### config.mk
export PLATFORM = sky130hd
export DESIGN_NAME = gpcb_top
export DESIGN_NICKNAME = d
export VERILOG_FILES = /design/src/core/gpcb_pkg.sv /design/src/core/gpcb_pin_cell.sv /design/src/core/gpcb_top.sv
export SDC_FILE = /design/constraint.sdc
export NUM_CORES = 1
export LEC_CHECK = 0
export ABC_AREA = 0
export ABC_CLOCK_PERIOD_IN_PS = 4600
export CAP_MARGIN = 25
export CORE_ASPECT_RATIO = 1.4
export CORE_UTILIZATION = 65
export CTS_BUF_LIST = sky130_fd_sc_hd__clkbuf_8
export CTS_CLUSTER_DIAMETER = 100
export DETAILED_ROUTE_END_ITERATION = 8
export DONT_BUFFER_PORTS = 1
export GPL_ROUTABILITY_DRIVEN = 0
export PLACE_DENSITY = 0.81
export SYNTH_ARGS = -nofsm -noshare
export SYNTH_HDL_FRONTEND = slang
export SYNTH_HIERARCHICAL = 1
export SYNTH_SLANG_ARGS = --single-unit
### constraint.sdc
create_clock -name clk -period 4.6 [get_ports clk]
set_input_delay 0.23 -clock clk [delete_from_list [all_inputs] [get_ports clk]]
set_output_delay 0.23 -clock clk [all_outputs]
set_load 0.02 [all_outputs]
### src/core/gpcb_pkg.sv
package gpcb_pkg;
  // ----------------------------------------------------------------
  // bus and register map
  // ----------------------------------------------------------------
  localparam int unsigned DATA_W         = 32;
  localparam int unsigned ADDR_W         = 8;
  localparam logic [7:0]  OFS_PIN_LEVEL  = 8'h00;
  localparam logic [7:0]  OFS_OUT_VALUE  = 8'h04;
  localparam logic [7:0]  OFS_OUT_ENABLE = 8'h08;
  localparam logic [7:0]  OFS_IRQ_STATUS = 8'h0c;
  localparam logic [7:0]  OFS_IRQ_MASK   = 8'h10;
  localparam logic [7:0]  OFS_CFG_LO     = 8'h40;
  localparam logic [7:0]  OFS_CFG_HI     = 8'h44;
  localparam logic [1:0]  RESP_OKAY      = 2'h0;
  localparam logic [1:0]  RESP_SLVERR    = 2'h2;
  // ----------------------------------------------------------------
  // per-pin field layout
  // ----------------------------------------------------------------
  localparam int unsigned PIN_COUNT      = 16;
  localparam int unsigned PINS_PER_WORD  = 8;
  localparam int unsigned SLICE_W        = 4;
  localparam int unsigned EDGE_POS       = 3;
  localparam int unsigned MODE_POS       = 1;
  localparam int unsigned READ_POS       = 0;
  localparam logic [31:0] RST_CFG        = 32'h0000_0000;
  localparam logic [15:0] RST_PINREG     = 16'h0000;
  // ----------------------------------------------------------------
  // field encodings
  // ----------------------------------------------------------------
  localparam logic        RISING_EDGE_IRQ   = 1'h0;
  localparam logic        FALLING_EDGE_IRQ  = 1'h1;
  localparam logic [1:0]  DRIVE_OFF         = 2'h0;
  localparam logic [1:0]  DRIVE_BOTH_LEVELS = 2'h1;
  localparam logic [1:0]  DRIVE_LOW_ONLY    = 2'h2;
  localparam logic [1:0]  THREE_STATE_DRIVE = 2'h3;
  localparam logic        READ_PIN_LEVEL    = 1'h0;
  localparam logic        READ_FORCED_ZERO  = 1'h1;
endpackage : gpcb_pkg

### src/core/gpcb_pin_cell.sv
`timescale 1ns/100ps
module gpcb_pin_cell
  import gpcb_pkg::*;
(
  input  wire logic       clk,
  input  wire logic       rst_n,
  input  wire logic       pin_in,
  input  wire logic       pin_edge_select,
  input  wire logic [1:0] pin_driver_mode,
  input  wire logic       pin_read_mode,
  input  wire logic       out_value,
  input  wire logic       out_enable,
  output logic            pin_out,
  output logic            pin_oe,
  output logic            level_read,
  output logic            edge_event
);
  // ----------------------------------------------------------------
  // synchroniser, edge detect, driver
  // ----------------------------------------------------------------
  logic sync1, sync2, sync3;
  logic next_sync1, next_sync2, next_sync3;
  logic next_pin_out, next_pin_oe, next_level_read, next_edge_event;

  always_comb begin
    next_sync1 = pin_in;
    next_sync2 = sync1;
    next_sync3 = sync2;
    if (pin_edge_select == FALLING_EDGE_IRQ) begin
      next_edge_event = sync3 & ~sync2;
    end else begin
      next_edge_event = sync2 & ~sync3;
    end
    if (pin_read_mode == READ_FORCED_ZERO) begin
      next_level_read = 1'h0;
    end else begin
      next_level_read = sync2;
    end
    case (pin_driver_mode)
      DRIVE_OFF: begin
        next_pin_out = 1'h0;
        next_pin_oe  = 1'h0;
      end
      DRIVE_BOTH_LEVELS: begin
        next_pin_out = out_value;
        next_pin_oe  = 1'h1;
      end
      DRIVE_LOW_ONLY: begin
        next_pin_out = 1'h0;
        next_pin_oe  = ~out_value;
      end
      THREE_STATE_DRIVE: begin
        next_pin_out = out_value;
        next_pin_oe  = out_enable;
      end
      default: begin
        next_pin_out = 1'h0;
        next_pin_oe  = 1'h0;
      end
    endcase
  end

  always_ff @(posedge clk or negedge rst_n) begin
    if (!rst_n) begin
      sync1      <= 1'h0;
      sync2      <= 1'h0;
      sync3      <= 1'h0;
      pin_out    <= 1'h0;
      pin_oe     <= 1'h0;
      level_read <= 1'h0;
      edge_event <= 1'h0;
    end else begin
      sync1      <= next_sync1;
      sync2      <= next_sync2;
      sync3      <= next_sync3;
      pin_out    <= next_pin_out;
      pin_oe     <= next_pin_oe;
      level_read <= next_level_read;
      edge_event <= next_edge_event;
    end
  end

  // ----------------------------------------------------------------
  // checks
  // ----------------------------------------------------------------
  rise_edge_a : assert property (
    @(posedge clk) disable iff (!rst_n)
    (pin_edge_select == RISING_EDGE_IRQ) && sync2 && !sync3 |=> edge_event)
    else $error("rising edge missed");
  fall_edge_a : assert property (
    @(posedge clk) disable iff (!rst_n)
    (pin_edge_select == FALLING_EDGE_IRQ) && !sync2 && sync3 |=> edge_event)
    else $error("falling edge missed");
  wrong_edge_a : assert property (
    @(posedge clk) disable iff (!rst_n)
    (pin_edge_select == FALLING_EDGE_IRQ) && sync2 |=> !edge_event)
    else $error("event on wrong edge");
  drive_off_a : assert property (
    @(posedge clk) disable iff (!rst_n)
    pin_driver_mode == DRIVE_OFF |=> !pin_oe)
    else $error("driver on while disabled");
  push_pull_a : assert property (
    @(posedge clk) disable iff (!rst_n)
    pin_driver_mode == DRIVE_BOTH_LEVELS |=> pin_oe && (pin_out == $past(out_value)))
    else $error("push-pull drive wrong");
  open_drain_a : assert property (
    @(posedge clk) disable iff (!rst_n)
    pin_driver_mode == DRIVE_LOW_ONLY |=> !pin_out && (pin_oe == !$past(out_value)))
    else $error("open-drain drive wrong");
  read_zero_a : assert property (
    @(posedge clk) disable iff (!rst_n)
    pin_read_mode == READ_FORCED_ZERO |=> !level_read)
    else $error("forced-zero read shows level");
endmodule : gpcb_pin_cell

### src/core/gpcb_top.sv
// Contract
// writes need bank unlocked by key
// word at 0x40 configures pins 0-7
// word at 0x44 configures pins 8-15
// four-bit slice per pin, edge/mode/read
// top pin: edge 31, mode 30:29, read 28
// edge select 0: interrupt on rising
// edge select 1: interrupt on falling
// driver mode 0: output disabled
// driver mode 1: drive both levels
// mode 2 low only, 3 enable-controlled
// read mode 0 returns pin level
// read mode 1 returns zero
// all fields reset to zero, read-write
// locked writes ignored, reads always allowed
//
// Local design decision: the AXI4-Lite register port.
`timescale 1ns/100ps
module gpcb_top
  import gpcb_pkg::*;
#(
  parameter int unsigned PINS = 16
) (
  input  wire logic                       clk,
  input  wire logic                       rst_n,
  input  wire logic                       bank_unlock_key,
  input  wire logic [PINS-1:0]            pin_in,
  output logic      [PINS-1:0]            pin_out,
  output logic      [PINS-1:0]            pin_oe,
  output logic                            irq,
  input  wire logic [gpcb_pkg::ADDR_W-1:0] s_axi_awaddr,
  input  wire logic                       s_axi_awvalid,
  output logic                            s_axi_awready,
  input  wire logic [gpcb_pkg::DATA_W-1:0] s_axi_wdata,
  input  wire logic [3:0]                 s_axi_wstrb,
  input  wire logic                       s_axi_wvalid,
  output logic                            s_axi_wready,
  output logic      [1:0]                 s_axi_bresp,
  output logic                            s_axi_bvalid,
  input  wire logic                       s_axi_bready,
  input  wire logic [gpcb_pkg::ADDR_W-1:0] s_axi_araddr,
  input  wire logic                       s_axi_arvalid,
  output logic                            s_axi_arready,
  output logic      [gpcb_pkg::DATA_W-1:0] s_axi_rdata,
  output logic      [1:0]                 s_axi_rresp,
  output logic                            s_axi_rvalid,
  input  wire logic                       s_axi_rready
);
  import gpcb_pkg::*;

  if (PINS != PIN_COUNT) begin : g_bad_pins
    $error("gpcb_top serves exactly sixteen pins");
  end

  // ----------------------------------------------------------------
  // helpers
  // ----------------------------------------------------------------
  function automatic logic [31:0] lane_mask(input logic [3:0] strb);
    lane_mask = {{8{strb[3]}}, {8{strb[2]}}, {8{strb[1]}}, {8{strb[0]}}};
  endfunction : lane_mask

  function automatic logic [31:0] merge(input logic [31:0] old_word,
                                        input logic [31:0] new_word,
                                        input logic [3:0]  strb);
    merge = (old_word & ~lane_mask(strb)) | (new_word & lane_mask(strb));
  endfunction : merge

  function automatic logic [15:0] merge_half(input logic [15:0] old_half,
                                             input logic [15:0] new_half,
                                             input logic [15:0] mask);
    merge_half = (old_half & ~mask) | (new_half & mask);
  endfunction : merge_half

  function automatic logic is_mapped(input logic [7:0] addr);
    is_mapped = (addr == OFS_PIN_LEVEL) || (addr == OFS_OUT_VALUE) ||
                (addr == OFS_OUT_ENABLE) || (addr == OFS_IRQ_STATUS) ||
                (addr == OFS_IRQ_MASK) || (addr == OFS_CFG_LO) ||
                (addr == OFS_CFG_HI);
  endfunction : is_mapped

  // ----------------------------------------------------------------
  // state
  // ----------------------------------------------------------------
  logic             aw_full, next_aw_full;
  logic [7:0]       aw_addr, next_aw_addr;
  logic             w_full, next_w_full;
  logic [31:0]      w_data, next_w_data;
  logic [3:0]       w_strb, next_w_strb;
  logic             bvalid, next_bvalid;
  logic [1:0]       bresp, next_bresp;
  logic             rvalid, next_rvalid;
  logic [31:0]      rdata, next_rdata;
  logic [1:0]       rresp, next_rresp;
  logic [31:0]      cfg_lo, next_cfg_lo;
  logic [31:0]      cfg_hi, next_cfg_hi;
  logic [15:0]      out_value, next_out_value;
  logic [15:0]      out_enable, next_out_enable;
  logic [15:0]      irq_status, next_irq_status;
  logic [15:0]      irq_mask, next_irq_mask;

  logic             aw_hs, w_hs, ar_hs, wr_fire;
  logic [7:0]       wr_addr, rd_addr;
  logic [31:0]      wr_data;
  logic [3:0]       wr_strb;
  logic [31:0]      strb_mask;
  logic [15:0]      status_clear;
  logic [15:0]      level_read;
  logic [15:0]      edge_event;
  logic [63:0]      cfg_all;

  // ----------------------------------------------------------------
  // bus handshakes
  // ----------------------------------------------------------------
  assign s_axi_awready = !aw_full && !bvalid;
  assign s_axi_wready  = !w_full && !bvalid;
  assign s_axi_arready = !rvalid;
  assign s_axi_bvalid  = bvalid;
  assign s_axi_bresp   = bresp;
  assign s_axi_rvalid  = rvalid;
  assign s_axi_rdata   = rdata;
  assign s_axi_rresp   = rresp;

  assign aw_hs   = s_axi_awvalid && s_axi_awready;
  assign w_hs    = s_axi_wvalid && s_axi_wready;
  assign ar_hs   = s_axi_arvalid && s_axi_arready;
  assign wr_addr = aw_full ? aw_addr : {s_axi_awaddr[7:2], 2'h0};
  assign wr_data = w_full ? w_data : s_axi_wdata;
  assign wr_strb = w_full ? w_strb : s_axi_wstrb;
  assign strb_mask = lane_mask(wr_strb);
  assign wr_fire = (aw_full || aw_hs) && (w_full || w_hs);
  assign rd_addr = {s_axi_araddr[7:2], 2'h0};

  // ----------------------------------------------------------------
  // next values
  // ----------------------------------------------------------------
  always_comb begin
    next_aw_full    = aw_full;
    next_aw_addr    = aw_addr;
    next_w_full     = w_full;
    next_w_data     = w_data;
    next_w_strb     = w_strb;
    next_bvalid     = bvalid;
    next_bresp      = bresp;
    next_rvalid     = rvalid;
    next_rdata      = rdata;
    next_rresp      = rresp;
    next_cfg_lo     = cfg_lo;
    next_cfg_hi     = cfg_hi;
    next_out_value  = out_value;
    next_out_enable = out_enable;
    next_irq_mask   = irq_mask;
    status_clear    = 16'h0000;
    if (aw_hs) begin
      next_aw_full = 1'h1;
      next_aw_addr = {s_axi_awaddr[7:2], 2'h0};
    end
    if (w_hs) begin
      next_w_full = 1'h1;
      next_w_data = s_axi_wdata;
      next_w_strb = s_axi_wstrb;
    end
    if (bvalid && s_axi_bready) begin
      next_bvalid = 1'h0;
    end
    if (wr_fire) begin
      next_aw_full = 1'h0;
      next_w_full  = 1'h0;
      next_bvalid  = 1'h1;
      next_bresp   = is_mapped(wr_addr) ? RESP_OKAY : RESP_SLVERR;
      case (wr_addr)
        OFS_CFG_LO: begin
          if (bank_unlock_key) begin
            next_cfg_lo = merge(cfg_lo, wr_data, wr_strb);
          end
        end
        OFS_CFG_HI: begin
          if (bank_unlock_key) begin
            next_cfg_hi = merge(cfg_hi, wr_data, wr_strb);
          end
        end
        OFS_OUT_VALUE: begin
          next_out_value = merge_half(out_value, wr_data[15:0], strb_mask[15:0]);
        end
        OFS_OUT_ENABLE: begin
          next_out_enable = merge_half(out_enable, wr_data[15:0], strb_mask[15:0]);
        end
        OFS_IRQ_MASK: begin
          next_irq_mask = merge_half(irq_mask, wr_data[15:0], strb_mask[15:0]);
        end
        OFS_IRQ_STATUS: begin
          status_clear = wr_data[15:0] & strb_mask[15:0];
        end
        default: begin
          next_bresp = is_mapped(wr_addr) ? RESP_OKAY : RESP_SLVERR;
        end
      endcase
    end
    if (rvalid && s_axi_rready) begin
      next_rvalid = 1'h0;
    end
    if (ar_hs) begin
      next_rvalid = 1'h1;
      next_rresp  = is_mapped(rd_addr) ? RESP_OKAY : RESP_SLVERR;
      case (rd_addr)
        OFS_PIN_LEVEL:  next_rdata = {16'h0000, level_read};
        OFS_OUT_VALUE:  next_rdata = {16'h0000, out_value};
        OFS_OUT_ENABLE: next_rdata = {16'h0000, out_enable};
        OFS_IRQ_STATUS: next_rdata = {16'h0000, irq_status};
        OFS_IRQ_MASK:   next_rdata = {16'h0000, irq_mask};
        OFS_CFG_LO:     next_rdata = cfg_lo;
        OFS_CFG_HI:     next_rdata = cfg_hi;
        default:        next_rdata = 32'h0000_0000;
      endcase
    end
    // a new event wins over a clear in the same cycle
    next_irq_status = (irq_status & ~status_clear) | edge_event;
  end

  // ----------------------------------------------------------------
  // registers
  // ----------------------------------------------------------------
  always_ff @(posedge clk or negedge rst_n) begin
    if (!rst_n) begin
      aw_full    <= 1'h0;
      aw_addr    <= 8'h00;
      w_full     <= 1'h0;
      w_data     <= 32'h0000_0000;
      w_strb     <= 4'h0;
      bvalid     <= 1'h0;
      bresp      <= RESP_OKAY;
      rvalid     <= 1'h0;
      rdata      <= 32'h0000_0000;
      rresp      <= RESP_OKAY;
      cfg_lo     <= RST_CFG;
      cfg_hi     <= RST_CFG;
      out_value  <= RST_PINREG;
      out_enable <= RST_PINREG;
      irq_status <= RST_PINREG;
      irq_mask   <= RST_PINREG;
    end else begin
      aw_full    <= next_aw_full;
      aw_addr    <= next_aw_addr;
      w_full     <= next_w_full;
      w_data     <= next_w_data;
      w_strb     <= next_w_strb;
      bvalid     <= next_bvalid;
      bresp      <= next_bresp;
      rvalid     <= next_rvalid;
      rdata      <= next_rdata;
      rresp      <= next_rresp;
      cfg_lo     <= next_cfg_lo;
      cfg_hi     <= next_cfg_hi;
      out_value  <= next_out_value;
      out_enable <= next_out_enable;
      irq_status <= next_irq_status;
      irq_mask   <= next_irq_mask;
    end
  end

  assign irq = |(irq_status & irq_mask);

  // ----------------------------------------------------------------
  // pin cells
  // ----------------------------------------------------------------
  assign cfg_all = {cfg_hi, cfg_lo};

  for (genvar i = 0; i < PINS; i++) begin : g_pin
    logic [SLICE_W-1:0] slice;
    assign slice = cfg_all[SLICE_W*i +: SLICE_W];
    gpcb_pin_cell u_cell (
      .clk             (clk),
      .rst_n           (rst_n),
      .pin_in          (pin_in[i]),
      .pin_edge_select (slice[EDGE_POS]),
      .pin_driver_mode (slice[MODE_POS +: 2]),
      .pin_read_mode   (slice[READ_POS]),
      .out_value       (out_value[i]),
      .out_enable      (out_enable[i]),
      .pin_out         (pin_out[i]),
      .pin_oe          (pin_oe[i]),
      .level_read      (level_read[i]),
      .edge_event      (edge_event[i])
    );
  end

  // ----------------------------------------------------------------
  // checks
  // ----------------------------------------------------------------
  locked_write_a : assert property (
    @(posedge clk) disable iff (!rst_n)
    wr_fire && !bank_unlock_key &&
    ((wr_addr == OFS_CFG_LO) || (wr_addr == OFS_CFG_HI))
    |=> $stable(cfg_lo) && $stable(cfg_hi) && bvalid && (bresp == RESP_OKAY))
    else $error("locked write changed configuration");
  lo_write_a : assert property (
    @(posedge clk) disable iff (!rst_n)
    wr_fire && bank_unlock_key && (wr_addr == OFS_CFG_LO) && (wr_strb == 4'hf)
    |=> (cfg_lo == $past(wr_data)) && $stable(cfg_hi))
    else $error("low word write lost");
  hi_write_a : assert property (
    @(posedge clk) disable iff (!rst_n)
    wr_fire && bank_unlock_key && (wr_addr == OFS_CFG_HI) && (wr_strb == 4'hf)
    |=> (cfg_hi == $past(wr_data)) && $stable(cfg_lo))
    else $error("high word write lost");
  cfg_reset_a : assert property (
    @(posedge clk) disable iff (!rst_n)
    $rose(rst_n) |-> (cfg_lo == RST_CFG) && (cfg_hi == RST_CFG))
    else $error("configuration not cleared by reset");
  cfg_readback_a : assert property (
    @(posedge clk) disable iff (!rst_n)
    ar_hs && (rd_addr == OFS_CFG_HI) |=> rvalid && (rdata == $past(cfg_hi)))
    else $error("high word readback wrong");
  sticky_set_a : assert property (
    @(posedge clk) disable iff (!rst_n)
    |edge_event |=> ((irq_status & $past(edge_event)) == $past(edge_event)))
    else $error("event lost against clear");
  unmapped_write_a : assert property (
    @(posedge clk) disable iff (!rst_n)
    wr_fire && !is_mapped(wr_addr) |=> bvalid && (bresp == RESP_SLVERR))
    else $error("unmapped write not refused");
endmodule : gpcb_top

==> flow_metrics.tcl, run 1 <==
set metrics [dict create \
    setup_ws_ns 1.53 \
    nets 1159 \
    rsz0062_at_grt "false" \
    fin_hold_ws_ns -0.625 \
    async_flop_share_pct 100 \
    postCtsSetupBuffers 0 \
    cts_tree "built" \
    required_ns 5.03 \
    ys_seq_area_share_pct 58.7 \
    start_kind "flop" \
    final-setup-viol-count 0 \
    placementRows 62 \
    synth.avg_cell_area_sq_um 13.6 \
    synth_seq_cells 320 \
    slew_headroom_pct 28.2 \
    clk_pin_slew_ns 0.07 \
    clkSinkCount 320 \
    peakVddDrop_mv 0.341 \
    clock_path_buffers 3 \
    power_w 0.00769 \
    grt_overflow_total 0 \
    first_pass_iters 7 \
    die_w_um 124 \
    dpl.hpwl_mm 19.2 \
    cts-root-buf "clkbuf_8" \
    die_y_um 173 \
    synth_ff_type "dfrtp_1" \
    maxSlewViolCount 0 \
    diodes 0 \
    yosysUniqueCellTypes 47 \
    grt_max_degree 321 \
    cap_violations 0 \
    status "complete, but fails checks" \
    clkPwrFrac_pct 29.5 \
    synth_warnings 6 \
    fin_crit_sh_pct 66.7 \
    drive_gt1_share_pct 31.5 \
    io_pins 150 \
    wl_per_cell_um 22.7 \
    drc_errors 0 \
    hp-class "in -> async" \
    syn-instance-count 1000 \
    path_class "reg -> reg" \
    io_buffers 0 \
    fillers 1277 \
    fin_setup_tns_ns 0 \
    cp-end-kind "flop" \
    min_period_ns 3.07 \
    finalHoldViolations 320 \
    grt_pass1_wl_mm 50.0 \
    pwr-share-comb_pct 21.0 \
    antenna_left 0 \
    dieArea_sq_mm 0.0216 \
    p_int_w 0.00536 \
    worstPathMaxFanout 25 \
    p_sw_w 0.00233 \
    clock_skew_ns 0.0180 \
    vias 8609 \
    swShare_pct 30.3 \
    detail_route.iter0.violations 578 \
    grt_pass1_vias 9088 \
    synth_area_sq_mm 0.0136 \
    cts_max_level 2 \
    coreArea_sq_mm 0.0206 \
    synth_edf_count 0 \
    worstMarginPinSlew_ns 1.07 \
    cp.arrival_ns 3.50 \
    pwr_density_cell_mw_per_mm2 495 \
    via_per_inst 6.26 \
    fmax_mhz 326 \
    p_seq_share_pct 49.5 \
    cts_hold_buf 65 \
    violations "negative hold slack" \
    track_usage_pct 29.8 \
    dp_slack_ns 1.56 \
    numCtsBuffers 46 \
    antenna_found_initial 0 \
    leakagePower_nw 7.02 \
    area_growth_pct 13.9 \
    initial_core_util_pct 66.4 \
    finalWirelength_mm 31.2 \
    fin_util_pct 75.6 \
    worstSkewPairLatency_ns 0.56 \
]
worst max-delay path, stage by stage (launching register included):
cell and delay (ns):
dfrtp_1 0.80, or3b_1 0.47, a21bo_1 0.44, nor4_4 0.82
mux2_2 0.41
layout make-up:
type / count / area, sq um / share of cell area, %
well taps: 256 / 320 / 2.06
multi-input cells: 628 / 5450 / 35.0
clock buffers: 59 / 812 / 5.22
flip-flops and latches: 320 / 8010 / 51.5
inverters: 7 / 26.3 / 0.169
repair buffers: 80 / 783 / 5.04
clock inverters: 25 / 145 / 0.934
power groups by stage:
stage | sequential (W) | combinational [W] | clock [W]
6_report | 0.00381 | 0.00162 | 0.00227
5_1_grt | 0.00388 | 0.00173 | 0.00242
4_1_cts | 0.00380 | 0.00159 | 0.00230
3_5_place_dp | 0.00385 | 0.00153 | 0
3_3_place_gp | 0.00382 | 0.00148 | 0
2_1_floorplan | 0.00366 | 0.00128 | 0
repair_timing:
action,CTS,global route
endpoints found under the hold margin,438,320
resized for setup,0,0
endpoints found under the setup margin,0,0
metal layers:
layer | share of wire (%) | vias up | track usage (%)
met5 | 0 | - | 0
met4 | 4.1 | 0 | 14.1
met3 | 4.9 | 82 | 4.51
met2 | 51 | 303 | 51.3
met1 | 40 | 4389 | 37.1
li1 | - | 3835 | -
stage by stage:
step / cell area [sq um] / cells
after floorplan: 13600 / 1001
after global placement: 13900 / 1225
after detailed placement: 13900 / 1225
after CTS: 15500 / 1374
after global routing: 15500 / 1375
final: 15500 / 1375
cells by family after synthesis:
group	synth area share, %
multiplexers	20.7
flip-flops	58.7
AND/OR/NAND/NOR	11.9
AO/OA/AOI/OAI	7.02
buffers and inverters	1.61
other	0.0275
layout by cell type (no fill, tap or decap), drive strengths merged, types with 3 or more instances in the layout:
master       synthesis  routed
a21o                16      16
a21oi                3       3
a221oi               4       4
a22o                20      20
and2                18      18
buf                 21      15
clkbuf              25      59
clkinv               0       7
clkinvlp             0       3
dfrtp              320     320
dlygate4sd3          0      65
inv                  7      21
mux2               234     234
mux2i               19      19
nand2               38      38
nand2b              18      18
nand3               53      53
nand3b              32      32
nand4               33      33
nor2                 5       5
nor2b               35      35
nor3                 6       6
nor3b                5       5
nor4                 6       6
o21a                17      17
o21ai                9       9
o22ai               19      19
o31ai               16      16
Yosys cell counts (4+ instances only):
master    number  share of area [%]
o21a_1        17               0.94
nor3_4         4               0.48
a221oi_1       4               0.26
buf_1         10               0.28
nor3b_1        5               0.28
mux2_2       231                 19
o22ai_2       17                1.6
nor4_4         4               0.62
nor2_1         5               0.14
nand3b_1      32                1.8
a21o_1        16               0.88
nand3_1       53                1.9
nand4_1       33                1.5
o31ai_1       16               0.88
buf_2          8               0.29
inv_1          7               0.19
dfrtp_1      320                 59
o21ai_0        8               0.29
clkbuf_1      25               0.69
nand2_1       38                1.0
nor2b_1       35                1.6
and2_1        18               0.83
mux2i_1       19                1.4
a22o_1        20                1.3
nand2b_1      18               0.83
final timing paths:
| path | from | end | slack [ns] | cells after the start |
|---|---|---|---|---|
| setup / recovery | aw_full | flop | 1.53 | 4 |
| hold / removal | rst_n | w_data[3] | -0.63 | 0 |
| setup reg to reg | aw_full | flop | 1.53 | 4 |
| hold reg to reg | g_pin[3].u_cell/next_sync2 | g_pin[3].u_cell/next_sync3 | 0.35 | 0 |
| max in group asynchronous | rst_n | w_data[26] | 4.53 | 0 |
| min in group clk | s_axi_araddr[3] | s_axi_rdata[3] | 0.03 | 3 |
Power figures use the tool's default switching activity.
==> run 2: changes to the inputs <==
--- a/config.mk
+++ b/config.mk
@@ -5,17 +5,17 @@
 export SDC_FILE = /design/constraint.sdc
 export NUM_CORES = 1
 export LEC_CHECK = 0
-export ABC_AREA = 0
-export ABC_CLOCK_PERIOD_IN_PS = 4600
+export ABC_AREA = 1
+export ABC_CLOCK_PERIOD_IN_PS = 2620
 export CAP_MARGIN = 25
 export CORE_ASPECT_RATIO = 1.4
-export CORE_UTILIZATION = 65
+export CORE_UTILIZATION = 60
 export CTS_BUF_LIST = sky130_fd_sc_hd__clkbuf_8
 export CTS_CLUSTER_DIAMETER = 100
 export DETAILED_ROUTE_END_ITERATION = 8
 export DONT_BUFFER_PORTS = 1
 export GPL_ROUTABILITY_DRIVEN = 0
-export PLACE_DENSITY = 0.81
+export PLACE_DENSITY = 0.79
 export SYNTH_ARGS = -nofsm -noshare
 export SYNTH_HDL_FRONTEND = slang
 export SYNTH_HIERARCHICAL = 1
==> constraint.sdc (replaced) <==
create_clock -name clk -period 2.62 [get_ports clk]
set_input_delay 0.131 -clock clk [delete_from_list [all_inputs] [get_ports clk]]
set_output_delay 0.131 -clock clk [all_outputs]
set_load 0.02 [all_outputs]
==> run 2 against run 1 <==
Compared with the run above: sequential power increased by 84%; critical path depth increased by 2; the run still ends with negative hold slack left; critical path type unchanged; maximum frequency increased by 26%; clock skew increased by 0.010 ns; wire length increased by 31%; first-iteration DRC count increased by 130%; register-to-register slack got worse by 1.4 ns; non-clock buffer count increased by 20; combinational power increased by 140%; largest power group unchanged; sequential share of layout area decreased by 2.7 points; total power increased by 96%; worst setup slack got worse by 1.4 ns.
==> flow_metrics.tcl, run 2 <==
set metrics [dict create \
    status "complete, but fails checks" \
    violations "negative hold slack" \
    final-setup-viol-count 0 \
    peakVddDrop_mv 0.672 \
    r2r_slack_ns 0.18 \
    grt_pass1_wl_mm 64.7 \
    postCtsSetupBuffers 0 \
    dpl.hpwl_mm 25.9 \
    clkPwrFrac_pct 27.5 \
    power_w 0.0151 \
    initial_core_util_pct 61.6 \
    worstSkewPairLatency_ns 0.58 \
    use_met1_pct 39.3 \
    fin_util_pct 70.0 \
    busiest_layer "met2" \
    required_ns 3.07 \
    cts_tree "built" \
    yosys.cell_count.top_type "nand2_1" \
    drc_errors 0 \
    wl_per_cell_um 18.7 \
    min_period_ns 2.44 \
    area_growth_pct 13.7 \
    grt_max_degree 321 \
    slew_headroom_pct 47.9 \
    maxSlewViolCount 0 \
    p_seq_share_pct 46.5 \
    die_y_um 186 \
    finalInstanceArea_sq_mm 0.0164 \
    cp.arrival_ns 2.89 \
    track_usage_pct 34.1 \
    worstMarginPinSlew_ns 0.780 \
    detail_route.iter0.violations 1320 \
    synth_edf_count 0 \
    fin_hold_ws_ns -0.745 \
    hp-class "in -> async" \
    mostFrequentLayoutCells "nand2_1 (584), dfrtp_1 (319), inv_1 (239), nand4_1 (175), nand3_1 (116)" \
    coreArea_sq_mm 0.0235 \
    synthTopCellsByCount "nand2_1 (586), dfrtp_1 (320), inv_1 (222)" \
    layout.area.seq_sq_mm 0.00801 \
    start_kind "flop" \
    ys_seq_area_share_pct 55.5 \
    fin_setup_tns_ns 0 \
    numCtsBuffers 49 \
    finalWirelength_mm 40.8 \
    startpoint "s_axi_bvalid" \
    cts_hold_buf 68 \
    swShare_pct 37.8 \
    worstPathMaxFanout 23 \
    placementRows 66 \
    synth_ff_type "dfrtp_1" \
    p_sw_w 0.00569 \
    synth_area_sq_mm 0.0144 \
    syn-instance-count 1778 \
    cts-root-buf "clkbuf_8" \
    clkSinkCount 320 \
    antenna_left 0 \
    grt_pass1_vias 12500 \
    first_pass_iters 6 \
    async_flop_share_pct 100 \
    io_pins 150 \
    p_int_w 0.00937 \
    io_buffers 0 \
    cp-end-kind "flop" \
    clock_skew_ns 0.0285 \
    path_class "reg -> reg" \
    final_common_cell "nand2_1" \
    vias 12700 \
    grt_overflow_total 0 \
    pwr-share-comb_pct 25.9 \
    nets 1917 \
    cap_violations 0 \
    via_per_inst 5.83 \
    leakagePower_nw 8.67 \
    die_w_um 133 \
    antenna_found_initial 0 \
    clock_path_buffers 3 \
    clk_pin_slew_ns 0.06 \
    drive_gt1_share_pct 6.94 \
    r2r_cells 6 \
    yosysUniqueCellTypes 23 \
    synth.avg_cell_area_sq_um 8.12 \
    reg2reg_from "s_axi_bvalid" \
    use_met2_pct 57.1 \
    fin_crit_sh_pct 93.1 \
    synth_largest_area_cell "dfrtp_1" \
    synth_seq_cells 320 \
    synth.area.top_cells "dfrtp_1 (55%), nand2_1 (15%), nand4_1 (7.6%)" \
    synth_top_area_share_pct 55.5 \
    synth_warnings 6 \
    diodes 0 \
    finalHoldViolations 321 \
    place_area_sq_mm 0.0147 \
    grt_use_met3_pct 5.50 \
    fillers 1810 \
    pwr_density_cell_mw_per_mm2 918 \
    dieArea_sq_mm 0.0247 \
    fmax_mhz 410 \
    cts_max_level 2 \
    rsz0062_at_grt "false" \
    multi_input_area_sq_mm 0.00522 \
]
## run 2: power groups by stage
| stage | sequential, W | clock, W | combinational [W] |
|---|---|---|---|
| floorplan | 0.00675 | 0 | 0.00273 |
| global placement | 0.00701 | 0 | 0.00350 |
| detailed placement | 0.00706 | 0 | 0.00363 |
| CTS | 0.00698 | 0.00419 | 0.00378 |
| global route | 0.00714 | 0.00442 | 0.00432 |
| finish | 0.00701 | 0.00415 | 0.00391 |
## run 2: cells by family (layout without fill, tap and decap cells)
kind of cell    Yosys count  count (layout)  synth area share, %
flops                   320             320                 55.5
other cells               1               2               0.0260
simple gates           1004            1005                 30.6
compound gates          135             135                 5.09
mux                       1               1               0.0780
buf+inv                 317             411                 8.73
## run 2: worst max-delay path, stage by stage (launching register included)
cell     delay, ns
dfrtp_1       0.50
o21ai_0       0.35
nand2_2       0.27
inv_2         0.44
nand4_2       0.48
nand2_1       0.20
nand2_1       0.07
## run 2: repair_timing
| action | CTS | global route |
|---|---|---|
| gates resized for setup | 0 | 1 |
| setup endpoints to repair | 0 | 31 |
| endpoints found under the hold margin | 423 | 320 |
## run 2: layout make-up
cell class | count | area share (%)
Timing Repair Buffer | 100 | 5.84
Multi-Input combinational cell | 1143 | 31.8
Clock inverter | 21 | 0.709
Tap cell | 306 | 2.33
Sequential cell | 320 | 48.8
Clock buffer | 63 | 5.28
Inverter | 227 | 5.19
## run 2: worst min path at each step
stage                     start                    endpoint  slack (ns)  cells past startpoint
after floorplan           rst_n  asynchronous set/reset pin       -0.16                      0
after global placement    rst_n  g_pin[8].u_cell/next_sync3       -0.15                      0
after detailed placement  rst_n  g_pin[8].u_cell/next_sync3       -0.15                      0
after CTS                 rst_n                  w_data[10]       -0.76                      0
after global routing      rst_n  g_pin[1].u_cell/level_read       -0.75                      0
final                     rst_n  g_pin[8].u_cell/next_sync3       -0.75                      0
## run 2: metrics by stage
stage,instances,worst slack [ns]
CTS,2179,0.123
finish,2180,0.180
global route,2180,0.0121
detailed placement,2027,0.148
global placement,2027,0.339
floorplan,1779,0.930
## run 2: routing by layer
layer / up-vias / routed length, um
li1: 5835 / -
met5: - / 0
met2: 651 / 19800
met3: 186 / 3310
met1: 6036 / 14500
met4: 0 / 3270
==> run 3: changes to the inputs <==
--- a/config.mk
+++ b/config.mk
@@ -6,7 +6,7 @@
 export NUM_CORES = 1
 export LEC_CHECK = 0
 export ABC_AREA = 1
-export ABC_CLOCK_PERIOD_IN_PS = 2620
+export ABC_CLOCK_PERIOD_IN_PS = 2080
 export CAP_MARGIN = 25
 export CORE_ASPECT_RATIO = 1.4
 export CORE_UTILIZATION = 60
==> constraint.sdc (replaced) <==
create_clock -name clk -period 2.08 [get_ports clk]
set_input_delay 0.104 -clock clk [delete_from_list [all_inputs] [get_ports clk]]
set_output_delay 0.104 -clock clk [all_outputs]
set_load 0.02 [all_outputs]
==> run 3 against run 2 <==
Compared with the run above: the flow still finishes with violations (negative hold slack); non-clock buffer count is 41 higher; utilization is 1.9 points higher; worst setup slack worse by 0.084 ns; flip-flop and latch count stayed put; total power is 29% higher; hold slack worse by 0.027 ns; clock-buffer cell count is 1 lower; critical path type unchanged; largest power group unchanged.
==> flow_metrics.tcl, run 3 (synthesis gave the netlist of run 2 again) <==
set metrics [dict create \
    status "complete, but fails checks" \
    violations "negative hold slack" \
    die_w_um 133 \
    placementRows 66 \
    clock_path_buffers 3 \
    fin_crit_sh_pct 95.4 \
    grt_pass1_vias 12700 \
    clk_pin_slew_ns 0.06 \
    fillers 1755 \
    fin_util_pct 71.9 \
    io_buffers 0 \
    die_y_um 186 \
    fin_hold_ws_ns -0.772 \
    multi_input_area_sq_mm 0.00521 \
    dpl.hpwl_mm 26.2 \
    slowest_delay_ns 0.60 \
    fmax_mhz 504 \
    cap_violations 0 \
    antenna_found_initial 0 \
    layout.area.seq_sq_mm 0.00801 \
    min_period_ns 1.98 \
    diodes 0 \
    numCtsBuffers 49 \
    fin_setup_tns_ns 0 \
    critPathSlowestCell "dlygate4sd3_1" \
    io_pins 150 \
    initial_core_util_pct 61.6 \
    drc_errors 0 \
    area_growth_pct 16.7 \
    worstPathMaxFanout 12 \
    detail_route.iter0.violations 1226 \
    grt_pass1_wl_mm 65.9 \
    finalHoldViolations 320 \
    drive_gt1_share_pct 7.88 \
    peakVddDrop_mv 0.852 \
    dp.cells 2047 \
    cts-root-buf "clkbuf_8" \
    leakagePower_nw 8.91 \
    cts_max_level 2 \
    cp-end-kind "flop" \
    first_pass_iters 6 \
    crit_chain "buf_4 > nor2_1 > nand2_1 > nand2_1 > o21ai_0 > dlygate4sd3_1" \
    final_common_cell "nand2_1" \
    vias 12900 \
    maxSlewViolCount 0 \
    cts_hold_buf 87 \
    path_class "reg -> reg" \
    rsz0062_at_grt "false" \
    required_ns 2.54 \
    hp-class "in -> async" \
    clkSinkCount 320 \
    via_per_inst 5.81 \
    nets 1957 \
    grt_overflow_total 0 \
    final-setup-viol-count 0 \
    worstSkewPairLatency_ns 0.58 \
    start_kind "flop" \
    cts_tree "built" \
    finalNonFillerCells 2223 \
    dieArea_sq_mm 0.0247 \
    grt_max_degree 321 \
    slew_headroom_pct 44.9 \
    clock_skew_ns 0.0157 \
    pwr_density_cell_mw_per_mm2 1150 \
    track_usage_pct 34.8 \
    antenna_left 0 \
    worstMarginPinSlew_ns 0.827 \
    wl_per_cell_um 18.8 \
    crit_top_cell "nand2_1" \
    finalWirelength_mm 41.9 \
    cp.arrival_ns 2.44 \
    coreArea_sq_mm 0.0235 \
    mostFrequentLayoutCells "nand2_1 (584), dfrtp_1 (319), inv_1 (242), nand4_1 (175), nand3_1 (116)" \
]
[run 3: cell types whose count changed in the layout (fill, tap and decap cells not counted), sizes merged]
cell,before,now
clkbuf,63,62
clkinv,2,3
clkinvlp,0,1
nor2,123,122
dlygate4sd3,68,87
buf,32,54
inv,245,247
[run 3: layer usage]
layer  vias up  part of all wire (%)  GRT usage (%)
met4         0                   7.3           25.8
met5         -                     0              0
met2       720                    49           58.3
li1       5902                     -              -
met1      6123                    36           40.5
met3       175                   8.0           6.18
[run 3: path summary, 6_finish.rpt]
kind | start | to | slack (ns) | depth (start not counted)
setup reg to reg | aw_full | aw_addr[6] | 0.1 | 6
setup / recovery | aw_full | aw_addr[6] | 0.1 | 6
hold / removal | rst_n | g_pin[8].u_cell/next_sync2 | -0.77 | 0
min in group clk | s_axi_wdata[10] | flop | 0.04 | 5
max in group asynchronous | rst_n | w_full | 2.13 | 0
hold reg to reg | g_pin[6].u_cell/next_sync2 | g_pin[6].u_cell/next_sync3 | 0.35 | 0
[run 3: critical path: cells and delay by family (launching register included)]
family          cells  cell delay (ns)
flops               1             0.38
simple gates        3             0.59
buf+inv             2             0.78
compound gates      1             0.10
[run 3: what timing repair did]
item	in CTS	in global routing
hold endpoints to repair	436	320
resized for setup	0	1
endpoints found under the setup margin	0	24
buffers inserted	0	2
[run 3: final cells by class]
| type | instances | area share (%) |
|---|---|---|
| clock buffer | 62 | 5.06 |
| clock inverter | 25 | 0.757 |
| inverter | 227 | 5.06 |
| multi-input combinational | 1142 | 30.9 |
| sequential | 320 | 47.5 |
| tap | 306 | 2.27 |
| timing repair buffer | 141 | 8.41 |
[run 3: report_power, final]
| part | internal [W] | total, W | switching [W] |
|---|---|---|---|
| logic | 0.00169 | 0.00534 | 0.00366 |
| clock network | 0.00279 | 0.00523 | 0.00245 |
| registers | 0.00757 | 0.00879 | 0.00122 |
[run 3: metrics by stage]
step | worst slack, ns | area [sq um] | power, W
after global placement | 0.255 | 15000 | 0.0134
final | 0.0959 | 16900 | 0.0194
after floorplan | 0.390 | 14400 | 0.0119
after global routing | 0.00150 | 16900 | 0.0203
after CTS | 0.0896 | 16800 | 0.0191
after detailed placement | 0.216 | 15000 | 0.0136
